**src/pkg/wwdt_defines.svh**
```systemverilog
/*
  offsets, field positions, reset values and counts of the windowed watchdog.
  assumes a plain 8-bit register port with a 4-bit word address.
*/
`ifndef WWDT_DEFINES_SVH
`define WWDT_DEFINES_SVH

// ----------------------------------------------------------------
// register offsets
// ----------------------------------------------------------------
`define WWDT_ADDR_CTRL 4'h0
`define WWDT_ADDR_RELOAD 4'h1
`define WWDT_ADDR_WINB 4'h2
`define WWDT_ADDR_STATUS 4'h3
`define WWDT_ADDR_CNT_LO 4'h4
`define WWDT_ADDR_CNT_HI 4'h5
`define WWDT_ADDR_SERVICE 4'h6

// ----------------------------------------------------------------
// field positions
// ----------------------------------------------------------------
`define WWDT_CTRL_PRESEL 0
`define WWDT_CTRL_WINEN 1
`define WWDT_CTRL_ENABLE 2
`define WWDT_STAT_NMI 0
`define WWDT_STAT_PREWARN 1
`define WWDT_STAT_RESET 2

// ----------------------------------------------------------------
// reset values and counts
// ----------------------------------------------------------------
`define WWDT_CTRL_RST 3'h0
`define WWDT_RELOAD_RST 8'h00
`define WWDT_WINB_RST 8'h00
`define WWDT_DIV_FAST_LAST 7'h01
`define WWDT_DIV_SLOW_LAST 7'h7F
`define WWDT_PREWARN_LAST 6'h2F

`endif

```
**src/pkg/wwdt_pkg.sv**
```systemverilog
/*
  types of the windowed watchdog.
  assumes wwdt_defines.svh supplies the numbers.
*/
package wwdt_pkg;

  typedef enum logic [1:0] {
    WWDT_ST_RUN     = 2'b00,
    WWDT_ST_PREWARN = 2'b01,
    WWDT_ST_RESET   = 2'b10
  } wwdt_state_t;

  typedef struct packed {
    logic enable;
    logic win_enable;
    logic presel;
  } wwdt_ctrl_t;

  typedef struct packed {
    logic reset_req;
    logic prewarn;
    logic nmi_flag;
  } wwdt_status_t;

endpackage

```
**src/design/wwdt_top.sv**
```systemverilog
/*
  windowed watchdog: prescaler, 16-bit counter, window check, prewarning
  and system reset request, with a small register port.
  assumes one 100 MHz clock, synchronous active-high reset, and that the
  debug level and register strobes come from logic on the same clock.
*/
// The placing of the registers and the strobed register port were decided locally.
`timescale 1ns/100ps
`include "wwdt_defines.svh"

module wwdt_top
  import wwdt_pkg::*;
(
  // clock and reset
  input wire logic clock_in,
  input wire logic reset_in,
  // register port
  input wire logic [3:0] addr_in,
  input wire logic [7:0] wdata_in,
  input wire logic write_in,
  input wire logic read_in,
  output logic [7:0] rdata_out,
  // system side
  input wire logic debug_mode_in,
  output logic nmi_request_out,
  output logic timeout_nmi_flag_out,
  output logic system_reset_request_out
);

  // ----------------------------------------------------------------
  // helpers
  // ----------------------------------------------------------------
  function automatic logic in_window(input logic [15:0] cnt, input logic [7:0] bnd);
    in_window = (cnt < {bnd, 8'h00});
  endfunction

  function automatic logic is_addr(input logic [3:0] a, input logic [3:0] ref_a);
    is_addr = (a == ref_a);
  endfunction

  // ----------------------------------------------------------------
  // state
  // ----------------------------------------------------------------
  wwdt_ctrl_t ctrl_ff;
  logic [7:0] reload_high_byte_ff;
  logic [7:0] window_boundary_byte_ff;
  logic [15:0] counter_ff;
  logic [6:0] presc_ff;
  logic [5:0] prewarn_cnt_ff;
  wwdt_state_t state_ff;
  logic timeout_nmi_flag_ff;
  logic nmi_pulse_ff;
  logic [7:0] rdata_ff;

  logic tick;
  logic service;
  logic hit;
  logic svc_valid;
  logic svc_invalid;
  logic overflow;
  logic [6:0] div_last;
  wwdt_status_t status;

  // ----------------------------------------------------------------
  // decode
  // ----------------------------------------------------------------
  assign div_last = ctrl_ff.presel ? `WWDT_DIV_SLOW_LAST : `WWDT_DIV_FAST_LAST;
  // counting halts in debug so the debugger needs no refresh
  assign tick = ctrl_ff.enable && !debug_mode_in && (state_ff != WWDT_ST_RESET)
                && (presc_ff == div_last);
  assign service = write_in && is_addr(addr_in, `WWDT_ADDR_SERVICE);
  // a boundary above reload shortens the usable period by forbidding early services
  assign hit = ctrl_ff.win_enable && in_window(counter_ff, window_boundary_byte_ff);
  // only a service while running and enabled is judged; later ones are ignored
  assign svc_valid = service && ctrl_ff.enable && (state_ff == WWDT_ST_RUN) && !hit;
  assign svc_invalid = service && ctrl_ff.enable && (state_ff == WWDT_ST_RUN) && hit;
  // a service in the same cycle as the last tick wins over the overflow
  assign overflow = tick && (state_ff == WWDT_ST_RUN) && (counter_ff == 16'hFFFF) && !service;

  // ----------------------------------------------------------------
  // configuration registers
  // ----------------------------------------------------------------
  always_ff @(posedge clock_in) begin
    if (reset_in) begin
      ctrl_ff <= `WWDT_CTRL_RST;
    end else if (write_in && is_addr(addr_in, `WWDT_ADDR_CTRL) && state_ff == WWDT_ST_RUN) begin
      // frozen after prewarning so software cannot switch the reset off
      ctrl_ff.presel <= wdata_in[`WWDT_CTRL_PRESEL];
      ctrl_ff.win_enable <= wdata_in[`WWDT_CTRL_WINEN];
      ctrl_ff.enable <= wdata_in[`WWDT_CTRL_ENABLE];
    end
  end

  always_ff @(posedge clock_in) begin
    if (reset_in) begin
      reload_high_byte_ff <= `WWDT_RELOAD_RST;
    end else if (write_in && is_addr(addr_in, `WWDT_ADDR_RELOAD)) begin
      reload_high_byte_ff <= wdata_in;
    end
  end

  // boundary below reload makes the window empty in practice; not policed
  always_ff @(posedge clock_in) begin
    if (reset_in) begin
      window_boundary_byte_ff <= `WWDT_WINB_RST;
    end else if (write_in && is_addr(addr_in, `WWDT_ADDR_WINB)) begin
      window_boundary_byte_ff <= wdata_in;
    end
  end

  // ----------------------------------------------------------------
  // prescaler and counter
  // ----------------------------------------------------------------
  // prescaler restarts on service so every period starts on a full tick
  always_ff @(posedge clock_in) begin
    if (reset_in) begin
      presc_ff <= 7'h00;
    end else if (svc_valid || tick) begin
      presc_ff <= 7'h00;
    end else if (ctrl_ff.enable && !debug_mode_in && state_ff != WWDT_ST_RESET) begin
      presc_ff <= presc_ff + 7'h01;
    end
  end

  always_ff @(posedge clock_in) begin
    if (reset_in) begin
      counter_ff <= 16'h0000;
    end else if (svc_valid) begin
      counter_ff <= {reload_high_byte_ff, 8'h00};
    end else if (tick) begin
      counter_ff <= counter_ff + 16'h0001;
    end
  end

  // ----------------------------------------------------------------
  // prewarning and reset
  // ----------------------------------------------------------------
  always_ff @(posedge clock_in) begin
    if (reset_in) begin
      state_ff <= WWDT_ST_RUN;
    end else begin
      case (state_ff)
        WWDT_ST_RUN: begin
          if (overflow || svc_invalid) begin
            state_ff <= WWDT_ST_PREWARN;
          end
        end
        WWDT_ST_PREWARN: begin
          if (tick && prewarn_cnt_ff == `WWDT_PREWARN_LAST) begin
            state_ff <= WWDT_ST_RESET;
          end
        end
        WWDT_ST_RESET: begin
          state_ff <= WWDT_ST_RESET;
        end
        default: begin
          state_ff <= WWDT_ST_RUN;
        end
      endcase
    end
  end

  always_ff @(posedge clock_in) begin
    if (reset_in) begin
      prewarn_cnt_ff <= 6'h00;
    end else if (state_ff == WWDT_ST_PREWARN && tick) begin
      prewarn_cnt_ff <= prewarn_cnt_ff + 6'h01;
    end
  end

  // flag is write-one-to-clear; the setting event wins over a clear
  always_ff @(posedge clock_in) begin
    if (reset_in) begin
      timeout_nmi_flag_ff <= 1'b0;
    end else if (overflow) begin
      timeout_nmi_flag_ff <= 1'b1;
    end else if (write_in && is_addr(addr_in, `WWDT_ADDR_STATUS) && wdata_in[`WWDT_STAT_NMI]) begin
      timeout_nmi_flag_ff <= 1'b0;
    end
  end

  always_ff @(posedge clock_in) begin
    if (reset_in) begin
      nmi_pulse_ff <= 1'b0;
    end else begin
      nmi_pulse_ff <= overflow;
    end
  end

  // ----------------------------------------------------------------
  // read port
  // ----------------------------------------------------------------
  assign status.reset_req = (state_ff == WWDT_ST_RESET);
  assign status.prewarn = (state_ff == WWDT_ST_PREWARN);
  assign status.nmi_flag = timeout_nmi_flag_ff;

  always_ff @(posedge clock_in) begin
    if (reset_in) begin
      rdata_ff <= 8'h00;
    end else if (read_in) begin
      case (addr_in)
        `WWDT_ADDR_CTRL: rdata_ff <= {5'h00, ctrl_ff};
        `WWDT_ADDR_RELOAD: rdata_ff <= reload_high_byte_ff;
        `WWDT_ADDR_WINB: rdata_ff <= window_boundary_byte_ff;
        `WWDT_ADDR_STATUS: rdata_ff <= {5'h00, status};
        `WWDT_ADDR_CNT_LO: rdata_ff <= counter_ff[7:0];
        `WWDT_ADDR_CNT_HI: rdata_ff <= counter_ff[15:8];
        default: rdata_ff <= 8'h00;
      endcase
    end else begin
      rdata_ff <= 8'h00;
    end
  end

  assign rdata_out = rdata_ff;
  assign nmi_request_out = nmi_pulse_ff;
  assign timeout_nmi_flag_out = timeout_nmi_flag_ff;
  assign system_reset_request_out = (state_ff == WWDT_ST_RESET);
endmodule

```
**config.mk**
```make
export PLATFORM = sky130hd
export DESIGN_NAME = wwdt_top
export DESIGN_NICKNAME = d
export VERILOG_FILES = /design/src/pkg/wwdt_pkg.sv /design/src/design/wwdt_top.sv
export VERILOG_INCLUDE_DIRS = /design/src /design/src/pkg
export SDC_FILE = /design/constraint.sdc
export NUM_CORES = 1
export LEC_CHECK = 0
export BUFFER_PORTS_ARGS = -buffer_cell sky130_fd_sc_hd__buf_2
export CORE_MARGIN = 2
export CORE_UTILIZATION = 40
export CTS_CLUSTER_SIZE = 25
export DETAILED_ROUTE_END_ITERATION = 8
export PLACE_DENSITY = 0.63
export SYNTH_ARGS = -nofsm -noshare
export SYNTH_HDL_FRONTEND = slang
export SYNTH_SLANG_ARGS = --single-unit
```
**constraint.sdc**
```tcl
create_clock -name clock_in -period 3.55 [get_ports clock_in]
set_input_delay 0.71 -clock clock_in [delete_from_list [all_inputs] [get_ports clock_in]]
set_output_delay 0.71 -clock clock_in [all_outputs]
set_load 0.05 [all_outputs]
```
==> impl_metrics.prom, run 1 <==
# TYPE chip_impl_metric gauge
chip_impl_info{name="run_status",value="complete, no violations"} 1
chip_impl_info{name="timing.critical_path.slowest_stage_cell",value="sky130_fd_sc_hd__nor2b_1"} 1
chip_impl_metric{name="slowest_delay",unit="ns"} 0.54
chip_impl_metric{name="top_level_ports",unit=""} 28
chip_impl_metric{name="first_pass_iters",unit=""} 4
chip_impl_metric{name="final_min_period_over_clock_period",unit="%"} 70.2
chip_impl_metric{name="p_per_area",unit="nW/um2"} 346
chip_impl_metric{name="postRouteWirelength",unit="um"} 8320
chip_impl_metric{name="std_cell_rows",unit=""} 33
chip_impl_metric{name="power.ir.vdd_worst",unit="mV"} 0.208
chip_impl_metric{name="yosys.area_share.adder",unit="%"} 4.83
chip_impl_metric{name="routed-via-count",unit=""} 2797
chip_impl_metric{name="worstPathRequired",unit="ns"} 3.79
chip_impl_info{name="whs_endpoint",value="prewarn_cnt_ff[5]"} 1
chip_impl_metric{name="postSynthNetCount",unit=""} 385
chip_impl_info{name="worst_r2r_endpoint",value="state_ff[1]"} 1
chip_impl_metric{name="setup.reg_to_reg.worst_slack",unit="ns"} 1.21
chip_impl_metric{name="start_util",unit="%"} 41.2
chip_impl_info{name="worst_r2r_startpoint",value="state_ff[0]"} 1
chip_impl_info{name="timing.critical_path.cells",value="buf_2, nor2b_1, nand4_1, or2_2, a311oi_1"} 1
chip_impl_info{name="tritoncts",value="yes"} 1
chip_impl_info{name="hold_path_class",value="flop to flop"} 1
chip_impl_metric{name="detail_route.iter0.violations",unit=""} 189
chip_impl_info{name="path_delay_family",value="simple AND/OR/NAND/NOR gates"} 1
chip_impl_metric{name="syn_area",unit="um2"} 3370
chip_impl_metric{name="timing.final.setup_violations",unit=""} 0
chip_impl_metric{name="drt_drc",unit=""} 0
chip_impl_metric{name="yosys.area_share.xor_xnor",unit="%"} 4.94
chip_impl_metric{name="totalNegativeSetupSlack",unit="ns"} 0
chip_impl_metric{name="maxClockFrequency",unit="MHz"} 401
chip_impl_metric{name="synth.yosys.warnings",unit=""} 0
chip_impl_metric{name="muxShareOfSynthArea",unit="%"} 9.95
chip_impl_metric{name="yosys_register_bits",unit=""} 60
chip_impl_metric{name="worst-path-max-fanout",unit=""} 17
chip_impl_metric{name="synth-edff-count",unit=""} 0
chip_impl_metric{name="nNetsFinal",unit=""} 406
chip_impl_info{name="hold_start",value="prewarn_cnt_ff[5]"} 1
chip_impl_metric{name="postSynth.asyncResetShare",unit="%"} 0
chip_impl_metric{name="clock_insertion_delay_worst_skew",unit="ns"} 0.34
chip_impl_metric{name="width_of_the_die",unit="um"} 95.8
chip_impl_metric{name="timing.reg2reg.worst_path_depth",unit=""} 7
chip_impl_metric{name="cts_htree_levels",unit=""} 3
chip_impl_metric{name="ctsHoldBuffers",unit=""} 0
chip_impl_metric{name="buffers_and_inverters_on_the_worst_path",unit=""} 1
chip_impl_metric{name="detail_route.wl_per_cell",unit="um"} 17.1
chip_impl_metric{name="worst-slew-pin-transition",unit="ns"} 0.691
chip_impl_metric{name="max_cap_violations",unit=""} 0
chip_impl_metric{name="power.leakage",unit="nW"} 1.35
chip_impl_metric{name="grt-ovfl-total",unit=""} 0
chip_impl_metric{name="grt_start_max_net_pins",unit=""} 32
chip_impl_metric{name="clock_sink_count",unit=""} 60
chip_impl_metric{name="syn-instance-count",unit=""} 355
chip_impl_metric{name="global_route_wire_length_before_repair",unit="um"} 13900
chip_impl_metric{name="cts_made_buffers",unit=""} 9
chip_impl_metric{name="synthesized_area_fraction_occupied_by_ao_oa_aoi_and_oai_cells",unit="%"} 19.3
chip_impl_metric{name="drv_slew",unit=""} 0
chip_impl_metric{name="synth_simple_gate_area_share",unit="%"} 20.0
chip_impl_metric{name="fp.dieArea",unit="um2"} 9180
chip_impl_metric{name="count_of_nets_left_with_antenna_violations_after_detail_routing",unit=""} 0
chip_impl_metric{name="dpl_cells",unit=""} 470
chip_impl_metric{name="vias_per_cell",unit=""} 5.76
chip_impl_metric{name="hold_viol_final",unit=""} 0
chip_impl_info{name="cts.root.buffer_cell",value="sky130_fd_sc_hd__clkbuf_8"} 1
chip_impl_metric{name="die_height",unit="um"} 95.8
chip_impl_metric{name="placement.io_buffers",unit=""} 27
chip_impl_info{name="critical_path.startpoint_type",value="input port"} 1
chip_impl_info{name="timing_worst_setup_path_type",value="input port to flop"} 1
chip_impl_metric{name="synth.avg_cell_area",unit="um2"} 9.50
chip_impl_info{name="netlist_top_cells_count",value="60 x sky130_fd_sc_hd__dfxtp_1, 37 x sky130_fd_sc_hd__nor2_1, 29 x sky130_fd_sc_hd__mux2i_1"} 1
chip_impl_metric{name="final_core_utilization",unit="%"} 45.2
chip_impl_metric{name="fin_worst_skew",unit="ns"} 0.00797
chip_impl_metric{name="track_usage",unit="%"} 19.9
chip_impl_metric{name="number_of_fill_cells",unit=""} 795
chip_impl_metric{name="antenna_cells_inserted",unit=""} 0
chip_impl_metric{name="synth-seq-area-share",unit="%"} 35.6
chip_impl_info{name="synth-main-ff-cell",value="sky130_fd_sc_hd__dfxtp_1"} 1
chip_impl_metric{name="clk_path_buf_depth",unit=""} 2
chip_impl_metric{name="cp.arrival",unit="ns"} 2.73
chip_impl_metric{name="postCtsSetupRepairBufs",unit=""} 0
chip_impl_metric{name="non_filler_cells_in_the_finished_layout",unit=""} 486
chip_impl_metric{name="holdPathStages",unit=""} 2
chip_impl_info{name="crit_path_end_kind",value="flop"} 1
chip_impl_info{name="setup_repair_after_global_routing_missed_its_margin",value="false"} 1
chip_impl_metric{name="synth.distinct_cells",unit=""} 65
chip_impl_metric{name="finalWeightedCongestion",unit=""} 0.869
chip_impl_info{name="combinational_family_with_the_most_area_after_synthesis",value="simple AND/OR/NAND/NOR gates"} 1
chip_impl_metric{name="post_cts_resize_count",unit=""} 0
chip_impl_metric{name="post_route_cells_drive_above_1_share",unit="%"} 19.4
chip_impl_info{name="post-synth-top-area-cell",value="sky130_fd_sc_hd__dfxtp_1"} 1
chip_impl_metric{name="syn2layout_area_growth",unit="%"} 9.61
chip_impl_metric{name="grt_pass1_vias",unit=""} 2674
chip_impl_metric{name="number_of_antenna_violations_at_the_first_check_in_global_routing",unit=""} 0
chip_impl_metric{name="final_period_minus_worst_setup_slack",unit="ns"} 2.49
chip_impl_metric{name="clk_pin_slew_worst_paths",unit="ns"} 0.07
chip_impl_metric{name="slew_headroom",unit="%"} 54.0
chip_impl_metric{name="core_area",unit="um2"} 8180
chip_impl_metric{name="detailed_place_hpwl",unit="um"} 6190
chip_impl_info{name="top_area_cells_in_the_synthesized_netlist",value="sky130_fd_sc_hd__dfxtp_1 36%, sky130_fd_sc_hd__mux2i_1 8.6%, sky130_fd_sc_hd__ha_1 4.8%"} 1
chip_impl_metric{name="netlist.area_leader.share",unit="%"} 35.6
chip_impl_info{name="yosysMostFrequentCell",value="sky130_fd_sc_hd__dfxtp_1"} 1
==> tightest hold or removal path, delay by kind of cell (launching register included) <==
family	cells	cell delay, ns
AO/OA/AOI/OAI	2	0.11
flip-flops	1	0.32
==> state kept, by name, summed over array words and instances (netlist names) <==
| name | cells |
|---|---|
| timeout_nmi_flag_out | 1 |
| reload_high_byte_ff | 8 |
| nmi_request_out | 1 |
| rdata_out | 8 |
| state_ff | 2 |
| ctrl_ff | 3 |
| counter_ff | 16 |
| presc_ff | 7 |
| prewarn_cnt_ff | 6 |
| window_boundary_byte_ff | 8 |
==> layout by cell type (no fill, tap or decap), drive strengths merged, types with 8 or more instances in the layout <==
cell    synthesis  routed
o31ai           9       9
inv            14      14
nor2           38      38
xnor2          13      13
a21oi          11      11
nand3          12      12
buf            10      29
nand2          19      19
nor3           16      16
clkbuf          9      12
dfxtp          60      60
a211oi          8       8
o21ai           8       8
ha             13      13
a22oi           8       8
mux2i          29      29
==> per-stage QoR <==
stage / setup WS (ns) / hold slack [ns] / total power [W] / cell area (um2)
floorplan: 1.34 / 0.451 / 0.000735 / 3370
global placement: 0.911 / 0.462 / 0.000753 / 3520
detailed placement: 0.777 / 0.479 / 0.000755 / 3520
CTS: 1.10 / 0.487 / 0.00129 / 3690
global route: 0.806 / 0.509 / 0.00133 / 3690
finish: 1.06 / 0.487 / 0.00128 / 3690
==> area by class of cell <==
type	instances	area, um2	area share (%)
Clock inverter	4	25.0	0.677
Tap cell	105	131	3.56
Clock buffer	12	145	3.93
Sequential cell	60	1200	32.5
Timing Repair Buffer	29	150	4.06
Inverter	14	52.6	1.42
Multi-Input combinational cell	262	1990	53.8
==> where the power goes <==
part	internal, W	total, W	switching [W]
Sequential	0.000676	0.000679	0.00000360
Combinational	0.0000207	0.0000607	0.0000400
Clock	0.000270	0.000538	0.000268
==> kinds of logic after synthesis <==
logic type / after synthesis
AO/OA/AOI/OAI: 73
flip-flops: 60
adder cells (fa/ha/maj): 13
multiplexers: 32
XOR/XNOR: 19
AND/OR/NAND/NOR: 125
buffers and inverters: 33
==> metal layers <==
layer	routed length (um)	track usage, %
met1	3990	27.8
met2	3800	30.4
met3	353	3.76
met4	178	7.50
met5	0	0
==> worst max-delay path by stage <==
stage	from	end	slack [ns]	cells past startpoint
floorplan	state_ff[0]	state_ff[1]	1.34	7
global placement	addr_in[0]	counter_ff[10]	0.91	5
detailed placement	addr_in[0]	counter_ff[8]	0.78	5
CTS	addr_in[0]	counter_ff[8]	1.10	5
global route	addr_in[0]	counter_ff[8]	0.81	5
finish	addr_in[0]	counter_ff[8]	1.06	5
No activity file was read; power rests on OpenSTA's default activity.
==> inputs of run 2 (changes only) <==
ABC_AREA = 1   (was unset)
clock period = 2.4 ns   (was 3.55 ns; I/O delays follow)
==> impl_metrics.prom, run 2 <==
# TYPE chip_impl_metric gauge
chip_impl_metric{name="synth-edff-count",unit=""} 0
chip_impl_metric{name="clk_path_buf_depth",unit=""} 2
chip_impl_metric{name="placement.io_buffers",unit=""} 27
chip_impl_metric{name="power.leakage",unit="nW"} 1.46
chip_impl_metric{name="critical_path_depth_in_cells",unit=""} 12
chip_impl_metric{name="die_height",unit="um"} 93.7
chip_impl_metric{name="syn_area",unit="um2"} 3220
chip_impl_metric{name="clock_insertion_delay_worst_skew",unit="ns"} 0.35
chip_impl_info{name="tritoncts",value="yes"} 1
chip_impl_metric{name="buffers_and_inverters_on_the_worst_path",unit=""} 2
chip_impl_metric{name="p_sw_share",unit="%"} 27.3
chip_impl_metric{name="top_level_ports",unit=""} 28
chip_impl_metric{name="synth.avg_cell_area",unit="um2"} 7.16
chip_impl_info{name="synth-main-ff-cell",value="sky130_fd_sc_hd__dfxtp_1"} 1
chip_impl_metric{name="start_util",unit="%"} 41.5
chip_impl_metric{name="cts_made_buffers",unit=""} 9
chip_impl_metric{name="clock_sink_count",unit=""} 60
chip_impl_metric{name="p_per_area",unit="nW/um2"} 549
chip_impl_metric{name="timing.reg2reg.worst_path_depth",unit=""} 12
chip_impl_metric{name="synth.distinct_cells",unit=""} 39
chip_impl_metric{name="largest_register_ffs",unit=""} 16
chip_impl_info{name="post-synth-top-area-cell",value="sky130_fd_sc_hd__dfxtp_1"} 1
chip_impl_metric{name="hold_viol_final",unit=""} 0
chip_impl_metric{name="finalPower",unit="W"} 0.00201
chip_impl_info{name="cts.root.buffer_cell",value="sky130_fd_sc_hd__clkbuf_8"} 1
chip_impl_metric{name="maxClockFrequency",unit="MHz"} 477
chip_impl_info{name="timing.critical_path.slowest_stage_cell",value="sky130_fd_sc_hd__dfxtp_1"} 1
chip_impl_metric{name="fp.dieArea",unit="um2"} 8790
chip_impl_metric{name="routed-via-count",unit=""} 3031
chip_impl_metric{name="dpl_worst_slack",unit="ns"} 0.309
chip_impl_metric{name="final_core_utilization",unit="%"} 47.2
chip_impl_info{name="top_area_cells_in_the_synthesized_netlist",value="sky130_fd_sc_hd__dfxtp_1 37%, sky130_fd_sc_hd__nand2_1 11%, sky130_fd_sc_hd__inv_1 6.3%"} 1
chip_impl_info{name="netlist_top_cells_count",value="94 x sky130_fd_sc_hd__nand2_1, 60 x sky130_fd_sc_hd__dfxtp_1, 54 x sky130_fd_sc_hd__inv_1"} 1
chip_impl_metric{name="whs",unit="ns"} 0.406
chip_impl_metric{name="syn-instance-count",unit=""} 450
chip_impl_metric{name="worst-slew-pin-transition",unit="ns"} 0.449
chip_impl_metric{name="post_cts_resize_count",unit=""} 0
chip_impl_metric{name="power_frac_clock",unit="%"} 38.4
chip_impl_metric{name="first_pass_iters",unit=""} 4
chip_impl_metric{name="max_cap_violations",unit=""} 0
chip_impl_metric{name="yosys_register_bits",unit=""} 60
chip_impl_info{name="leading_cell_types_in_the_layout_fill_and_taps_excluded",value="94 x sky130_fd_sc_hd__nand2_1, 60 x sky130_fd_sc_hd__dfxtp_1, 54 x sky130_fd_sc_hd__inv_1"} 1
chip_impl_metric{name="cts_htree_levels",unit=""} 3
chip_impl_metric{name="power.ir.vdd_worst",unit="mV"} 0.392
chip_impl_metric{name="grt-ovfl-total",unit=""} 0
chip_impl_info{name="largest_register",value="counter_ff"} 1
chip_impl_metric{name="worst_slack",unit="ns"} 0.305
chip_impl_metric{name="slowest_delay",unit="ns"} 0.34
chip_impl_metric{name="p_seq_share",unit="%"} 50.9
chip_impl_metric{name="detail_route.wl_per_cell",unit="um"} 13.9
chip_impl_metric{name="syn2layout_area_growth",unit="%"} 13.8
chip_impl_info{name="worst_r2r_startpoint",value="window_boundary_byte_ff[7]"} 1
chip_impl_metric{name="width_of_the_die",unit="um"} 93.7
chip_impl_metric{name="vias_per_cell",unit=""} 5.09
chip_impl_info{name="timing.critical_path.cells",value="inv_1, ha_1, nand2_1, nand2_1, nor2_1, and3_1, nand2_1, nand2_2, nand2_1, nor2_2, inv_2, a21oi_2"} 1
chip_impl_metric{name="postSynth.asyncResetShare",unit="%"} 0
chip_impl_metric{name="nNetsFinal",unit=""} 520
chip_impl_metric{name="timing.final.setup_violations",unit=""} 0
chip_impl_metric{name="cp.arrival",unit="ns"} 2.38
chip_impl_info{name="timing_worst_setup_path_type",value="flop to flop"} 1
chip_impl_metric{name="grt_pass1_vias",unit=""} 2950
chip_impl_metric{name="global_route_wire_length_before_repair",unit="um"} 14000
chip_impl_metric{name="pwr-share-comb",unit="%"} 10.7
chip_impl_metric{name="core_area",unit="um2"} 7770
chip_impl_info{name="crit_end",value="presc_ff[1]"} 1
chip_impl_metric{name="postRouteWirelength",unit="um"} 8260
chip_impl_metric{name="detail_route.iter0.violations",unit=""} 183
chip_impl_info{name="layout.cells.most_common",value="sky130_fd_sc_hd__nand2_1"} 1
chip_impl_metric{name="postSynthNetCount",unit=""} 480
chip_impl_metric{name="number_of_antenna_violations_at_the_first_check_in_global_routing",unit=""} 0
chip_impl_metric{name="drv_slew",unit=""} 0
chip_impl_metric{name="synth.yosys.warnings",unit=""} 0
chip_impl_info{name="yosysMostFrequentCell",value="sky130_fd_sc_hd__nand2_1"} 1
chip_impl_metric{name="drt_drc",unit=""} 0
chip_impl_info{name="path_delay_family",value="simple AND/OR/NAND/NOR gates"} 1
chip_impl_info{name="worst_r2r_endpoint",value="presc_ff[1]"} 1
chip_impl_metric{name="final_period_minus_worst_setup_slack",unit="ns"} 2.10
chip_impl_info{name="setup_repair_after_global_routing_missed_its_margin",value="false"} 1
chip_impl_metric{name="grt_start_max_net_pins",unit=""} 19
chip_impl_metric{name="setup.reg_to_reg.worst_slack",unit="ns"} 0.30
chip_impl_metric{name="detailed_place_hpwl",unit="um"} 6350
chip_impl_info{name="timing.critical_path.from",value="window_boundary_byte_ff[7]"} 1
chip_impl_metric{name="totalNegativeSetupSlack",unit="ns"} 0
chip_impl_metric{name="track_usage",unit="%"} 20.8
chip_impl_info{name="hold_path_class",value="input port to flop"} 1
chip_impl_metric{name="antenna_cells_inserted",unit=""} 0
chip_impl_info{name="timing.critical_path.mode_cell",value="sky130_fd_sc_hd__nand2_1"} 1
chip_impl_info{name="run_status",value="complete, no violations"} 1
chip_impl_info{name="crit_path_end_kind",value="flop"} 1
chip_impl_metric{name="finalWeightedCongestion",unit=""} 0.896
chip_impl_metric{name="power.internal",unit="W"} 0.00146
chip_impl_metric{name="final_min_period_over_clock_period",unit="%"} 87.3
chip_impl_metric{name="worstPathRequired",unit="ns"} 2.69
chip_impl_metric{name="fin_worst_skew",unit="ns"} 0.0103
chip_impl_metric{name="synth-seq-area-share",unit="%"} 37.3
chip_impl_metric{name="netSwitchingPower",unit="W"} 0.000548
chip_impl_metric{name="slew_headroom",unit="%"} 70.0
chip_impl_metric{name="worst-path-max-fanout",unit=""} 8
chip_impl_metric{name="netlist.area_leader.share",unit="%"} 37.3
chip_impl_metric{name="post_route_cells_drive_above_1_share",unit="%"} 14.6
chip_impl_metric{name="count_of_nets_left_with_antenna_violations_after_detail_routing",unit=""} 0
chip_impl_info{name="critical_path.startpoint_type",value="flop"} 1
chip_impl_metric{name="std_cell_rows",unit=""} 32
chip_impl_metric{name="clk_pin_slew_worst_paths",unit="ns"} 0.07
run 2: cell types whose count changed after synthesis, moves of 6 or more:
cell,change
sky130_fd_sc_hd__xnor2_1,-8
sky130_fd_sc_hd__mux2i_1,-29
sky130_fd_sc_hd__nor2_1,+10
sky130_fd_sc_hd__a22oi_1,-8
sky130_fd_sc_hd__inv_1,+40
sky130_fd_sc_hd__o21ai_0,+22
sky130_fd_sc_hd__a21oi_1,+22
sky130_fd_sc_hd__nand2_1,+77
sky130_fd_sc_hd__nand3_1,+27
sky130_fd_sc_hd__o22a_1,-6
sky130_fd_sc_hd__o31ai_1,-9
run 2: cell families after synthesis:
| kind of cell | after synthesis | synth area share, % |
|---|---|---|
| compound gates | 83 | 15.2 |
| xor+xnor | 14 | 3.81 |
| fa+ha+maj | 13 | 5.05 |
| buf+inv | 67 | 8.70 |
| flops | 60 | 37.3 |
| simple gates | 213 | 29.9 |
run 2: area by class of cell:
cell class | instances | area [um2]
sequential | 60 | 1200
tap | 102 | 128
clock buffer | 11 | 141
inverter | 57 | 214
multi-input combinational | 323 | 1740
clock inverter | 3 | 15.0
fill | 811 | 4100
timing repair buffer | 39 | 225
run 2: tightest hold or removal path: cells and delay by family:
family,cells,cell delay (ns)
buf+inv,1,0.10
simple gates,1,0.07
compound gates,1,0.06
run 2: per-layer routing:
layer,GRT usage [%],vias up,routed length (um)
met1,27.2,1365,3830
met4,10.1,0,180
met3,5.22,15,577
met5,0,-,0
met2,31.8,86,3670
li1,-,1565,-
run 2: power groups by stage:
stage | logic [W] | registers (W) | clock network [W]
after floorplan | 0.000145 | 0.00104 | 0
after global placement | 0.000208 | 0.00104 | 0
after detailed placement | 0.000211 | 0.00104 | 0
after CTS | 0.000212 | 0.00102 | 0.000790
after global routing | 0.000242 | 0.00102 | 0.000836
final | 0.000215 | 0.00102 | 0.000772
run 2: per-stage QoR:
step / cells / instance area (um2)
after floorplan: 450 / 3220
after detailed placement: 578 / 3480
after global placement: 578 / 3480
final: 595 / 3660
after CTS: 592 / 3640
after global routing: 595 / 3660
run 2: worst min path at each step:
| stage | start | end | depth (start not counted) |
|---|---|---|---|
| after floorplan | ctrl_ff[1] | ctrl_ff[1] | 2 |
| after global placement | window_boundary_byte_ff[6] | window_boundary_byte_ff[6] | 2 |
| after detailed placement | window_boundary_byte_ff[6] | window_boundary_byte_ff[6] | 2 |
| after CTS | wdata_in[5] | reload_high_byte_ff[5] | 3 |
| after global routing | wdata_in[7] | reload_high_byte_ff[7] | 3 |
| final | wdata_in[5] | reload_high_byte_ff[5] | 3 |
run 2: repair_timing:
action / in CTS / in global routing
hold buffers: 0 / 0
setup endpoints to repair: 0 / 1
setup buffers: 0 / 3
==> inputs of run 3 (changes only) <==
ABC_AREA = unset   (was 1)
==> impl_metrics.prom, run 3 (same netlist as run 1, synthesis figures left out) <==
# TYPE chip_impl_metric gauge
chip_impl_info{name="run_status",value="complete, no violations"} 1
chip_impl_metric{name="post_dp_cell_area",unit="um2"} 3610
chip_impl_metric{name="syn2layout_area_growth",unit="%"} 13.4
chip_impl_info{name="hold_path_class",value="input port to flop"} 1
chip_impl_metric{name="postCtsSetupRepairBufs",unit=""} 0
chip_impl_metric{name="detail_route.iter0.violations",unit=""} 181
chip_impl_metric{name="nNetsFinal",unit=""} 417
chip_impl_metric{name="first_pass_iters",unit=""} 4
chip_impl_metric{name="vias_per_cell",unit=""} 5.70
chip_impl_info{name="timing.critical_path.cells",value="inv_1, ha_1, and4bb_2, and2_1, o21ai_2, or3_1, a311oi_1"} 1
chip_impl_metric{name="detail_route.wl_per_cell",unit="um"} 16.8
chip_impl_metric{name="dpl_worst_slack",unit="ns"} 0.0851
chip_impl_metric{name="worst-slew-pin-transition",unit="ns"} 0.751
chip_impl_metric{name="final_period_minus_worst_setup_slack",unit="ns"} 2.17
chip_impl_info{name="crit_path_end_kind",value="flop"} 1
chip_impl_info{name="critical_path.startpoint_type",value="flop"} 1
chip_impl_info{name="timing_worst_setup_path_type",value="flop to flop"} 1
chip_impl_metric{name="track_usage",unit="%"} 20.0
chip_impl_metric{name="finalWeightedCongestion",unit=""} 0.906
chip_impl_metric{name="final_core_utilization",unit="%"} 46.7
chip_impl_metric{name="grt_pass1_vias",unit=""} 2733
chip_impl_info{name="tritoncts",value="yes"} 1
chip_impl_metric{name="slowest_delay",unit="ns"} 0.44
chip_impl_metric{name="fin_worst_skew",unit="ns"} 0.0120
chip_impl_metric{name="antenna_cells_inserted",unit=""} 0
chip_impl_metric{name="cts_made_buffers",unit=""} 9
chip_impl_metric{name="clk_pin_slew_worst_paths",unit="ns"} 0.07
chip_impl_metric{name="power.leakage",unit="nW"} 1.43
chip_impl_metric{name="power.ir.vdd_worst",unit="mV"} 0.332
chip_impl_metric{name="ctsHoldBuffers",unit=""} 0
chip_impl_metric{name="cts_htree_levels",unit=""} 3
chip_impl_metric{name="count_of_nets_left_with_antenna_violations_after_detail_routing",unit=""} 0
chip_impl_metric{name="post_route_cells_drive_above_1_share",unit="%"} 22.4
chip_impl_metric{name="worst_slack",unit="ns"} 0.230
chip_impl_info{name="cts.root.buffer_cell",value="sky130_fd_sc_hd__clkbuf_8"} 1
chip_impl_metric{name="cp.arrival",unit="ns"} 2.42
chip_impl_info{name="path_delay_family",value="simple AND/OR/NAND/NOR gates"} 1
chip_impl_metric{name="worst-path-max-fanout",unit=""} 7
chip_impl_metric{name="totalNegativeSetupSlack",unit="ns"} 0
chip_impl_metric{name="width_of_the_die",unit="um"} 95.8
chip_impl_metric{name="buffers_and_inverters_on_the_worst_path",unit=""} 1
chip_impl_info{name="timing.critical_path.slowest_stage_cell",value="sky130_fd_sc_hd__and4bb_2"} 1
chip_impl_metric{name="maxClockFrequency",unit="MHz"} 461
chip_impl_metric{name="clock_sink_count",unit=""} 60
chip_impl_metric{name="number_of_antenna_violations_at_the_first_check_in_global_routing",unit=""} 0
chip_impl_metric{name="std_cell_rows",unit=""} 33
chip_impl_metric{name="clock_insertion_delay_worst_skew",unit="ns"} 0.34
chip_impl_metric{name="clk_path_buf_depth",unit=""} 2
chip_impl_metric{name="grt_start_max_net_pins",unit=""} 30
chip_impl_metric{name="detailed_place_hpwl",unit="um"} 6160
chip_impl_metric{name="worstPathRequired",unit="ns"} 2.65
chip_impl_metric{name="setup.reg_to_reg.worst_slack",unit="ns"} 0.23
chip_impl_metric{name="placement.io_buffers",unit=""} 27
chip_impl_metric{name="grt-ovfl-total",unit=""} 0
chip_impl_metric{name="hold_viol_final",unit=""} 0
chip_impl_metric{name="drt_drc",unit=""} 0
chip_impl_metric{name="fp.dieArea",unit="um2"} 9180
chip_impl_metric{name="largest_register_ffs",unit=""} 16
chip_impl_metric{name="p_per_area",unit="nW/um2"} 538
chip_impl_metric{name="top_level_ports",unit=""} 28
chip_impl_info{name="layout.cells.most_common",value="sky130_fd_sc_hd__dfxtp_1"} 1
chip_impl_info{name="setup_repair_after_global_routing_missed_its_margin",value="false"} 1
chip_impl_metric{name="start_util",unit="%"} 41.2
chip_impl_metric{name="timing.final.setup_violations",unit=""} 0
chip_impl_metric{name="slew_headroom",unit="%"} 49.9
chip_impl_metric{name="final_area",unit="um2"} 3820
chip_impl_metric{name="drv_slew",unit=""} 0
chip_impl_metric{name="final_min_period_over_clock_period",unit="%"} 90.4
chip_impl_metric{name="global_route_wire_length_before_repair",unit="um"} 13900
chip_impl_metric{name="die_height",unit="um"} 95.8
chip_impl_info{name="largest_register",value="counter_ff"} 1
chip_impl_metric{name="core_area",unit="um2"} 8180
chip_impl_metric{name="max_cap_violations",unit=""} 0
chip_impl_metric{name="routed-via-count",unit=""} 2831
chip_impl_info{name="leading_cell_types_in_the_layout_fill_and_taps_excluded",value="60 x sky130_fd_sc_hd__dfxtp_1, 36 x sky130_fd_sc_hd__nor2_1, 29 x sky130_fd_sc_hd__mux2i_1"} 1
chip_impl_metric{name="postRouteWirelength",unit="um"} 8340
run 3: path summary, 6_finish.rpt:
path	end	startpoint	cells past startpoint
worst min-delay path	reload_high_byte_ff[7]	wdata_in[7]	3
worst min register to register	prewarn_cnt_ff[1]	prewarn_cnt_ff[1]	2
worst max register to register	counter_ff[8]	state_ff[0]	7
worst max-delay path	counter_ff[8]	state_ff[0]	7
run 3: cell type report:
| cell class | instances | area [um2] |
|---|---|---|
| Fill cell | 807 | 4350 |
| Multi-Input combinational cell | 262 | 1990 |
| Inverter | 14 | 52.6 |
| Sequential cell | 60 | 1200 |
| Clock buffer | 11 | 151 |
| Clock inverter | 5 | 60.1 |
| Timing Repair Buffer | 40 | 233 |
| Tap cell | 105 | 131 |
run 3: stage by stage:
step	hold WS (ns)	std cells	power, W
detailed placement	0.468	481	0.00112
CTS	0.374	497	0.00207
global placement	0.461	481	0.00112
global route	0.387	497	0.00213
finish	0.384	497	0.00205
floorplan	0.451	355	0.00109
run 3: where the power goes:
| part | switching [W] | leakage [nW] | internal [W] |
|---|---|---|---|
| clock network | 0.000415 | 0.106 | 0.000537 |
| logic | 0.0000628 | 0.843 | 0.0000350 |
| registers | 0.00000494 | 0.483 | 0.000999 |
| total | 0.000482 | 1.43 | 0.00157 |
run 3: worst min-delay path, delay by kind of cell:
kind | cells | cell delay (ns)
buffers and inverters | 1 | 0.09
multiplexers | 1 | 0.06
AND/OR/NAND/NOR | 1 | 0.07
run 3: layer usage:
layer / GRT usage (%) / wire length [um] / up-vias
met3: 5.40 / 516 / 20
met1: 26.5 / 3890 / 1348
li1: - / - / 1378
met4: 9.17 / 214 / 0
met5: 0 / 0 / -
met2: 30.2 / 3710 / 85
run 3: what timing repair did:
action,4_1_cts,5_1_grt
resized for setup,0,1
hold endpoints to repair,0,0
endpoints found under the setup margin,0,15
